<file path="config.mk">
export PLATFORM = sky130hd
export DESIGN_NAME = lcdxf_top
export DESIGN_NICKNAME = d
export VERILOG_FILES = /design/src/logic/lcdxf_pkg.sv /design/src/logic/lcdxf_scan_div.sv /design/src/logic/lcdxf_top.sv
export SDC_FILE = /design/constraint.sdc
export NUM_CORES = 1
export LEC_CHECK = 0
export ABC_AREA = 1
export BUFFER_PORTS_ARGS = -buffer_cell sky130_fd_sc_hd__buf_4
export CAP_MARGIN = 25
export CELL_PAD_IN_SITES_DETAIL_PLACEMENT = 0
export CELL_PAD_IN_SITES_GLOBAL_PLACEMENT = 2
export CORE_MARGIN = 2
export CORE_UTILIZATION = 30
export CTS_BUF_LIST = sky130_fd_sc_hd__clkbuf_8 sky130_fd_sc_hd__clkbuf_16
export CTS_CLUSTER_SIZE = 30
export DETAILED_ROUTE_END_ITERATION = 10
export PLACE_DENSITY = 0.93
export REMOVE_ABC_BUFFERS = 1
export SLEW_MARGIN = 40
export SYNTH_ARGS = -nofsm -noshare
export SYNTH_HDL_FRONTEND = slang
export SYNTH_HIERARCHICAL = 1
export SYNTH_SLANG_ARGS = --single-unit
</file>
<file path="constraint.sdc">
create_clock -name sys_clk_in -period 2.9 [get_ports sys_clk_in]
set_input_delay 0.29 -clock sys_clk_in [delete_from_list [all_inputs] [get_ports sys_clk_in]]
set_output_delay 0.29 -clock sys_clk_in [all_outputs]
set_load 0.005 [all_outputs]
</file>
<file path="src/logic/lcdxf_pkg.sv">
/*
 * Shared constants for the segment-driver data transfer block: register
 * offsets, field positions, reset values, the interrupt vector and the
 * transfer sequencer states.
 * Assumes byte-wide registers on a 16-bit address port.
 */
package lcdxf_pkg;

	// ----------------------------------------------------------------
	// register offsets
	// ----------------------------------------------------------------
	localparam logic [15:0] ADDR_MODE = 16'hFF60;
	localparam logic [15:0] ADDR_XFER = 16'hFF61;
	localparam logic [15:0] ADDR_IRQ = 16'hFF68;

	// ----------------------------------------------------------------
	// mode control fields
	// ----------------------------------------------------------------
	localparam int unsigned MODE_WIDTH_BIT = 0;
	localparam int unsigned MODE_GRAY_BIT = 1;
	localparam int unsigned MODE_HALF_BIT = 2;
	localparam int unsigned MODE_DIV_LO = 3;
	localparam int unsigned MODE_INV_BIT = 6;
	localparam int unsigned MODE_BLANK_BIT = 7;
	localparam logic [7:0] MODE_RST = 8'h00;

	// ----------------------------------------------------------------
	// transfer control and status fields
	// ----------------------------------------------------------------
	localparam int unsigned XFER_CONT_BIT = 0;
	localparam int unsigned XFER_TRIG_BIT = 1;
	localparam int unsigned XFER_AUTO_BIT = 2;
	localparam int unsigned XFER_EN_BIT = 3;
	localparam int unsigned XFER_ABUSY_BIT = 4;
	localparam logic XFER_CONT_RST = 1'h1;

	// ----------------------------------------------------------------
	// interrupt control fields and vector
	// ----------------------------------------------------------------
	localparam int unsigned IRQ_FLAG_BIT = 0;
	localparam int unsigned IRQ_MASK_BIT = 1;
	localparam int unsigned IRQ_PRIO_LO = 2;
	localparam logic [1:0] IRQ_PRIO_RST = 2'h0;
	localparam logic [23:0] IRQ_VECTOR = 24'h000024;

	// ----------------------------------------------------------------
	// scan divider: ratio in half steps is select plus this offset
	// ----------------------------------------------------------------
	localparam logic [4:0] RATIO_OFFSET = 5'h02;
	localparam logic [4:0] HALF_STEPS_PER_TICK = 5'h02;

	typedef enum logic [2:0] {ST_IDLE, ST_FETCH, ST_LOAD, ST_HI, ST_LO} lcdxf_state_t;

endpackage

</file>
<file path="src/logic/lcdxf_scan_div.sv">
/*
 * Scan line divider: emits one line tick per ratio of base oscillator
 * ticks, ratio 1 to 8.5 in half steps.
 * Assumes base_tick_in is a one-cycle pulse per base oscillator period.
 */
`timescale 1ns/10ps
module lcdxf_scan_div (
	// clock, reset, enable
	input wire logic sys_clk_in,
	input wire logic sys_rst_in,
	input wire logic ce_in,
	input wire logic run_in,
	// base oscillator tick and ratio select
	input wire logic base_tick_in,
	input wire logic [3:0] ratio_sel_in,
	// line tick
	output logic line_tick_out
);
	logic [4:0] acc_q;
	logic [4:0] acc_d;
	logic tick_d;
	logic tick_q;
	logic [4:0] target;
	logic [4:0] sum;

	// half-step accumulator: adds two per base tick, wraps at ratio*2
	always_comb begin
		target = {1'b0, ratio_sel_in} + lcdxf_pkg::RATIO_OFFSET;
		sum = acc_q + lcdxf_pkg::HALF_STEPS_PER_TICK;
		acc_d = acc_q;
		tick_d = 1'b0;
		if (!run_in) begin
			acc_d = 5'h00;
		end else if (acc_q >= target) begin
			// ratio lowered mid-count: restart rather than tick on every base tick
			acc_d = 5'h00;
		end else if (base_tick_in) begin
			if (sum >= target) begin
				acc_d = sum - target;
				tick_d = 1'b1;
			end else begin
				acc_d = sum;
			end
		end
	end

	// state register
	always_ff @(posedge sys_clk_in) begin
		if (sys_rst_in) begin
			acc_q <= 5'h00;
			tick_q <= 1'b0;
		end else if (ce_in) begin
			acc_q <= acc_d;
			tick_q <= tick_d;
		end
	end

	assign line_tick_out = tick_q;
endmodule // lcdxf_scan_div

</file>
<file path="src/logic/lcdxf_top.sv">
/*
 * Segment-driver data transfer: fetches display memory, shifts it out as
 * 4-bit or 8-bit units, drives frame/line/scan signals and raises the
 * transfer-complete interrupt.
 * Assumes display memory answers a read one cycle after mem_rd_out, and
 * that the scan line period exceeds one line of shifting.
 */
// Decided for this implementation: the strobed register port.
// What this block does
// - shift four or eight bit units by width
// - continuous refresh on write or after reset
// - continuous mode sends image every powered frame
// - both mode bits zero selects one-shot
// - no pending frame: control signals only
// - trigger sends exactly one frame from the next frame start
// - trigger reads busy; busy trigger ignored
// - auto bit alone selects auto-transfer
// - any display write queues one frame
// - auto status reads one while sending
// - demand transfer completion sets interrupt flag
// - mask gates request, not the flag
// - interrupt priority selectable zero to three
// - interrupt uses fixed vector address
// - scan clock divides base by ratio
// - transfer control bit layout and reset
`timescale 1ns/10ps
module lcdxf_top #(
	parameter int unsigned FRAME_LINES = 8,
	parameter int unsigned LINE_BYTES = 4,
	parameter logic [15:0] DISPLAY_BLANK_CTL_BASE = 16'hF000
) (
	// clock, reset, enable
	input wire logic sys_clk_in,
	input wire logic sys_rst_in,
	input wire logic ce_in,
	// register port
	input wire logic [15:0] reg_addr_in,
	input wire logic [7:0] reg_wdata_in,
	input wire logic reg_wr_in,
	input wire logic reg_rd_in,
	output logic [7:0] reg_rdata_out,
	// base oscillator tick and display memory write notice
	input wire logic base_tick_in,
	input wire logic display_blank_ctl_write_in,
	// display memory read port
	output logic mem_rd_out,
	output logic [15:0] mem_addr_out,
	input wire logic [7:0] mem_data_in,
	// segment driver link
	output logic [7:0] seg_data_out,
	output logic seg_shift_out,
	output logic line_latch_pulse_out,
	output logic scan_start_pulse_out,
	output logic frame_polarity_signal_out,
	// interrupt request
	output logic lcd_irq_req_out,
	output logic [1:0] lcd_irq_priority_out,
	output logic [23:0] lcd_irq_vector_out
);
	localparam int unsigned LW = (FRAME_LINES > 1) ? $clog2(FRAME_LINES) : 1;
	localparam int unsigned BW = (LINE_BYTES > 1) ? $clog2(LINE_BYTES) : 1;
	localparam logic [LW-1:0] LINE_LAST = LW'(FRAME_LINES - 1);
	localparam logic [BW-1:0] BYTE_LAST = BW'(LINE_BYTES - 1);

	typedef struct packed {
		logic [7:0] mode;
		logic cont;
		logic busy1;
		logic auto_on;
		logic en;
		logic irq_flag;
		logic irq_mask;
		logic [1:0] prio;
		logic pend;
		logic xfer;
		logic demand;
		logic [LW-1:0] line;
		logic [BW-1:0] bytecnt;
		logic [15:0] addr;
		lcdxf_pkg::lcdxf_state_t st;
		logic [7:0] byte_buf;
		logic [7:0] rdata;
		logic mem_rd;
		logic [7:0] seg_data;
		logic seg_shift;
		logic latch;
		logic scan;
		logic fr;
		logic irq_req;
		logic [23:0] vec;
	} lcdxf_state_reg_t;

	lcdxf_state_reg_t cs;
	lcdxf_state_reg_t ns;
	logic line_tick;
	logic done_w;
	logic [7:0] pix;

	// ----------------------------------------------------------------
	// scan line divider
	// ----------------------------------------------------------------
	lcdxf_scan_div u_div (
		.sys_clk_in(sys_clk_in),
		.sys_rst_in(sys_rst_in),
		.ce_in(ce_in),
		.run_in(cs.en),
		.base_tick_in(base_tick_in),
		.ratio_sel_in(cs.mode[lcdxf_pkg::MODE_DIV_LO +: 3] ==  3'h0 && !cs.mode[lcdxf_pkg::MODE_HALF_BIT]
			? 4'h0 : {cs.mode[lcdxf_pkg::MODE_DIV_LO +: 3], cs.mode[lcdxf_pkg::MODE_HALF_BIT]}),
		.line_tick_out(line_tick)
	);

	// ----------------------------------------------------------------
	// next state
	// ----------------------------------------------------------------
	always_comb begin
		ns = cs;
		done_w = 1'b0;
		ns.mem_rd = 1'b0;
		ns.seg_shift = 1'b0;
		ns.latch = 1'b0;
		ns.scan = 1'b0;
		ns.rdata = 8'h00;
		// pixel byte: inverse video, then forced blanking
		pix = cs.mode[lcdxf_pkg::MODE_INV_BIT] ? ~mem_data_in : mem_data_in;
		if (!cs.mode[lcdxf_pkg::MODE_BLANK_BIT]) begin
			pix = 8'h00;
		end
		// byte sequencer: fetch, wait, shift high then low nibble, or the whole byte in eight-bit mode
		unique case (cs.st)
			lcdxf_pkg::ST_IDLE: begin
				ns.st = lcdxf_pkg::ST_IDLE;
			end
			lcdxf_pkg::ST_FETCH: begin
				ns.mem_rd = 1'b1;
				ns.st = lcdxf_pkg::ST_LOAD;
			end
			lcdxf_pkg::ST_LOAD: begin
				ns.st = lcdxf_pkg::ST_HI;
			end
			lcdxf_pkg::ST_HI: begin
				ns.byte_buf = pix;
				ns.seg_shift = 1'b1;
				if (cs.mode[lcdxf_pkg::MODE_WIDTH_BIT]) begin
					ns.seg_data = pix;
				end else begin
					ns.seg_data = {4'h0, pix[7:4]};
					ns.st = lcdxf_pkg::ST_LO;
				end
			end
			lcdxf_pkg::ST_LO: begin
				ns.seg_data = {4'h0, cs.byte_buf[3:0]};
				ns.seg_shift = 1'b1;
			end
		endcase
		// advance after the last unit of a byte
		if ((cs.st == lcdxf_pkg::ST_HI && cs.mode[lcdxf_pkg::MODE_WIDTH_BIT])
			|| cs.st == lcdxf_pkg::ST_LO) begin
			ns.addr = cs.addr + 16'h0001;
			if (cs.bytecnt == BYTE_LAST) begin
				ns.st = lcdxf_pkg::ST_IDLE;
				ns.bytecnt = '0;
				if (cs.line == LINE_LAST && cs.xfer) begin
					ns.xfer = 1'b0;
					done_w = cs.demand;
					if (cs.demand) begin
						ns.busy1 = 1'b0;
					end
				end
			end else begin
				ns.bytecnt = cs.bytecnt + 1'b1;
				ns.st = lcdxf_pkg::ST_FETCH;
			end
		end
		// line tick: latch every line, scan start and polarity per frame
		if (line_tick && cs.en) begin
			ns.latch = 1'b1;
			ns.bytecnt = '0;
			ns.st = cs.xfer ? lcdxf_pkg::ST_FETCH : lcdxf_pkg::ST_IDLE;
			if (cs.line == LINE_LAST) begin
				ns.line = '0;
				ns.scan = 1'b1;
				ns.fr = ~cs.fr;
				ns.addr = DISPLAY_BLANK_CTL_BASE;
				ns.xfer = cs.cont || cs.pend;
				ns.demand = !cs.cont;
				if (!cs.cont) begin
					ns.pend = 1'b0;
				end
				ns.st = (cs.cont || cs.pend) ? lcdxf_pkg::ST_FETCH : lcdxf_pkg::ST_IDLE;
			end else begin
				ns.line = cs.line + 1'b1;
			end
		end
		// power off: stop; an unfinished demand frame is re-queued
		if (!cs.en) begin
			ns.st = lcdxf_pkg::ST_IDLE;
			ns.xfer = 1'b0;
			ns.line = LINE_LAST;
			ns.pend = cs.pend || (cs.xfer && cs.demand);
		end
		// register writes
		if (reg_wr_in) begin
			unique case (reg_addr_in)
				lcdxf_pkg::ADDR_MODE: ns.mode = reg_wdata_in;
				lcdxf_pkg::ADDR_XFER: begin
					ns.cont = reg_wdata_in[lcdxf_pkg::XFER_CONT_BIT];
					ns.auto_on = reg_wdata_in[lcdxf_pkg::XFER_AUTO_BIT];
					ns.en = reg_wdata_in[lcdxf_pkg::XFER_EN_BIT];
					// one-shot only when both mode bits are zero
					if (reg_wdata_in[lcdxf_pkg::XFER_TRIG_BIT] && !cs.busy1
						&& !ns.cont && !ns.auto_on) begin
						ns.busy1 = 1'b1;
						ns.pend = 1'b1;
					end
				end
				lcdxf_pkg::ADDR_IRQ: begin
					if (reg_wdata_in[lcdxf_pkg::IRQ_FLAG_BIT]) begin
						ns.irq_flag = 1'b0;
					end
					ns.irq_mask = reg_wdata_in[lcdxf_pkg::IRQ_MASK_BIT];
					ns.prio = reg_wdata_in[lcdxf_pkg::IRQ_PRIO_LO +: 2];
				end
				default: ns.mode = ns.mode;
			endcase
		end
		// auto mode: any display memory write queues a frame
		if (display_blank_ctl_write_in && cs.auto_on && !cs.cont) begin
			ns.pend = 1'b1;
		end
		// completion sets the flag; set wins over a clear
		if (done_w) begin
			ns.irq_flag = 1'b1;
		end
		ns.irq_req = ns.irq_flag && ns.irq_mask;
		ns.vec = lcdxf_pkg::IRQ_VECTOR;
		// register reads, answered next cycle
		if (reg_rd_in) begin
			unique case (reg_addr_in)
				lcdxf_pkg::ADDR_MODE: ns.rdata = cs.mode;
				lcdxf_pkg::ADDR_XFER: begin
					ns.rdata[lcdxf_pkg::XFER_CONT_BIT] = cs.cont;
					ns.rdata[lcdxf_pkg::XFER_TRIG_BIT] = cs.busy1;
					ns.rdata[lcdxf_pkg::XFER_AUTO_BIT] = cs.auto_on;
					ns.rdata[lcdxf_pkg::XFER_EN_BIT] = cs.en;
					ns.rdata[lcdxf_pkg::XFER_ABUSY_BIT] = cs.xfer && cs.demand && cs.auto_on;
				end
				lcdxf_pkg::ADDR_IRQ: begin
					ns.rdata[lcdxf_pkg::IRQ_FLAG_BIT] = cs.irq_flag;
					ns.rdata[lcdxf_pkg::IRQ_MASK_BIT] = cs.irq_mask;
					ns.rdata[lcdxf_pkg::IRQ_PRIO_LO +: 2] = cs.prio;
				end
				default: ns.rdata = 8'h00;
			endcase
		end
	end

	// ----------------------------------------------------------------
	// state register
	// ----------------------------------------------------------------
	always_ff @(posedge sys_clk_in) begin
		if (sys_rst_in) begin
			cs <= '0;
			cs.mode <= lcdxf_pkg::MODE_RST;
			cs.cont <= lcdxf_pkg::XFER_CONT_RST;
			cs.prio <= lcdxf_pkg::IRQ_PRIO_RST;
			cs.line <= LINE_LAST;
			cs.addr <= DISPLAY_BLANK_CTL_BASE;
			cs.st <= lcdxf_pkg::ST_IDLE;
			cs.vec <= lcdxf_pkg::IRQ_VECTOR;
		end else if (ce_in) begin
			cs <= ns;
		end
	end

	// outputs straight from the state register
	assign reg_rdata_out = cs.rdata;
	assign mem_rd_out = cs.mem_rd;
	assign mem_addr_out = cs.addr;
	assign seg_data_out = cs.seg_data;
	assign seg_shift_out = cs.seg_shift;
	assign line_latch_pulse_out = cs.latch;
	assign scan_start_pulse_out = cs.scan;
	assign frame_polarity_signal_out = cs.fr;
	assign lcd_irq_req_out = cs.irq_req;
	assign lcd_irq_priority_out = cs.prio;
	assign lcd_irq_vector_out = cs.vec;
endmodule // lcdxf_top

</file>
==> results.cfg <==
[worst_setup_path]
critPathLaunch = cs[92]
start_kind = register
endpoint_kind = register
r2r_start = cs[92]
crit_arrival_ns = 2.31
path_cells = ha_1, xnor2_1, ha_1, nand2_1, nor2_2, nor2_2, nand2_4, or2_1, nand3_1, nand2_1, nand2_1, inv_1
crit_buf_inv = 1
reg2regPathDepth = 12
worstSetupPathType = register to register
crit_path_top_delay_cell = dfxtp_1
path_depth = 12
cpMostUsedCell = nand2_1
cp_top_family = simple AND/OR/NAND/NOR gates
crit_fanout = 7
slowest_delay_ns = 0.47
cp.required_ns = 3.13

[logic_synthesis]
syn_area_um2 = 4610
synthAdderAreaFrac_pct = 4.77
syn_avg_cell_area_um2 = 6.90
synth_xor_area_share_pct = 1.71
synthMuxAreaShare_pct = 0
synth_compound_area_share_pct = 14.5
synth_warnings = 6
netlist_instances = 668
synth_top_family_by_area = simple AND/OR/NAND/NOR gates
synth-seq-area-share_pct = 32.6
synth-seq-cells = 75
synth_edf_count = 0
async_flop_share_pct = 0
synth.distinct_cells = 39
synth_flop_cell = dfxtp_1
synth-simple-area-share_pct = 28.9

[floorplan]
initial_core_util_pct = 30.6
design.core.area_um2 = 15100
die_y_um = 128
die_area_um2 = 16400
die_w_um = 128
io_pins = 103
num_rows = 45

[power]
ir_drop_mv = 0.274
power_leakage_uw = 0.00242
power_density_nw_per_um2 = 462

[grt]
grt_max_degree = 24
grt_antenna_before_repair = 0
grt_overflow_total = 0
grt_pass1_wl_um = 19000
grt_pass1_vias = 3886
grt_usage_pct = 14.5

[detailed_routing]
drtIter0Drc = 152
viasPerCell = 4.53
wl_per_cell_um = 12.8
ant_nets = 0
drt_first_pass_iters = 4
routed-via-count = 4070
postRouteWirelength_um = 11500
post-route-drc-count = 0

[layout]
diodes = 0
area_delta_synth_final_pct = 16.4
drive_gt1_share_pct = 18.1
fin_util_pct = 35.6
design_area_um2 = 5370
nNetsFinal = 762

[timing]
rsz0062_at_grt = no
max_slew_margin_pct = 48.9
fmax_ghz = 0.481
tns_ns = 0
fin_crit_ns = 2.08
hold_violations = 0
tightest_slew_ns = 0.765
setup_violations = 0
slew_viol_final = 0
finClkSkew_ns = 0.00660
post-route-period-util_pct = 71.7

[cts]
clkSinkCount = 75
root_buffer = clkbuf_16
cts_buffers = 9
cts_resized = 0
post_cts_buffers = 0
clk_pin_slew_worst_paths_ns = 0.06
clockBufferDepth = 2
clk-insertion-delay-late_ns = 0.33
cts_tree = yes
cts_htree_levels = 3
ctsHoldBuffers = 0

[hold_path]
hold_start = reg_wdata_in[5]
hold_class = input pin to register
hold_depth = 3

[place]
hpwl_um = 8640
port_buffers = 78
place_area_um2 = 5020
routabilityCongestion = 0.805

[status]
status = completed

[run]
drv_cap = 0
[final timing paths]
check	to	slack, ns
min	cs[94]	0.24
max reg2reg	u_div/acc_q[2]	0.82
min reg2reg	reg_rdata_out[1]	0.46
max	u_div/acc_q[2]	0.82
[cells in the final DEF (no fill, tap or decap), drive strengths merged, types with 2 or more instances in the layout]
cell,synthesis,routed
a211oi,3,3
a21oi,69,69
a31oi,3,3
buf,67,82
bufinv,0,2
clkbuf,10,13
clkinv,2,2
conb,2,24
dfxtp,75,75
ha,16,16
inv,71,71
nand2,135,135
nand3,60,60
nand4,9,9
nor2,75,75
nor3,10,10
o211a,3,3
o21ai,37,37
o22a,3,3
o22ai,3,3
xnor2,3,3
xor2,6,6
[worst register-to-register path, cell delays in order, from the launching register on]
cell and delay, ns:
dfxtp_1 0.47, ha_1 0.22, xnor2_1 0.16, ha_1 0.32, nand2_1 0.11, nor2_2 0.05
nor2_2 0.15, nand2_4 0.09, or2_1 0.21, nand3_1 0.07, nand2_1 0.05, nand2_1 0.05
inv_1 0.03
[per-layer routing]
layer | routed length (µm) | up-vias | global-route usage, %
met5 | 0 | - | 0
met2 | 5290 | 80 | 24.3
met3 | 469 | 9 | 2.88
li1 | - | 2180 | -
met1 | 5590 | 1801 | 18.9
met4 | 117 | 0 | 4.20
[area by class of cell]
class | instances | area (µm²)
Clock buffer | 13 | 280
Clock inverter | 3 | 67.6
Fill cell | 1638 | 9720
Inverter | 73 | 279
Multi-Input combinational cell | 465 | 2390
Sequential cell | 75 | 1500
Tap cell | 188 | 235
Timing Repair Buffer | 82 | 616
[kinds of logic after synthesis]
logic type,Yosys count
simple gates,291
buf+inv,150
compound gates,124
flops,75
fa+ha+maj,17
xor+xnor,9
other cells,2
[cell usage after synthesis (2+ instances only)]
cell type	number	area share, %
a211oi_1	3	0.49
a21oi_1	69	7.5
a31oi_1	3	0.41
buf_2	7	0.76
buf_4	60	9.8
clkbuf_1	10	0.81
conb_1	2	0.16
dfxtp_1	75	33
ha_1	16	4.3
inv_1	65	5.3
inv_2	6	0.49
nand2_1	128	10
nand2_2	2	0.27
nand2_4	4	0.98
nand3_1	59	6.4
nand4_1	8	1.1
nor2_1	62	5.0
nor2_2	9	1.2
nor2_4	4	0.98
nor3_1	8	0.87
nor3_2	2	0.43
o211a_1	3	0.65
o21ai_0	29	3.1
o21ai_1	8	0.87
o22a_1	3	0.57
o22ai_1	3	0.41
xnor2_1	3	0.57
xor2_1	6	1.1
[where the power goes]
group | switching, µW | internal, µW | leakage, µW | total, µW
clock | 426 | 847 | 0.000168 | 1270
combinational | 98.0 | 64.5 | 0.00164 | 162
sequential | 5.92 | 1040 | 0.000605 | 1040
[through the flow]
stage	hold slack, ns	setup slack, ns	total power [µW]	std cells
after detailed placement	0.454	0.840	1230	883
final	0.242	0.821	2480	899
after global placement	0.448	0.855	1230	883
after CTS	0.228	0.823	2520	899
after global routing	0.230	0.647	2570	899
after floorplan	0.359	0.990	1140	613
[registers in the layout (all words and copies together) (netlist names), 2 cells and up]
signal and flops:
reg_rdata_out 8, seg_data_out 8, mem_addr_out 16, u_div/acc_q 5
cs 29, lcd_irq_priority_out 2
No activity file was read; power rests on OpenSTA's default activity.
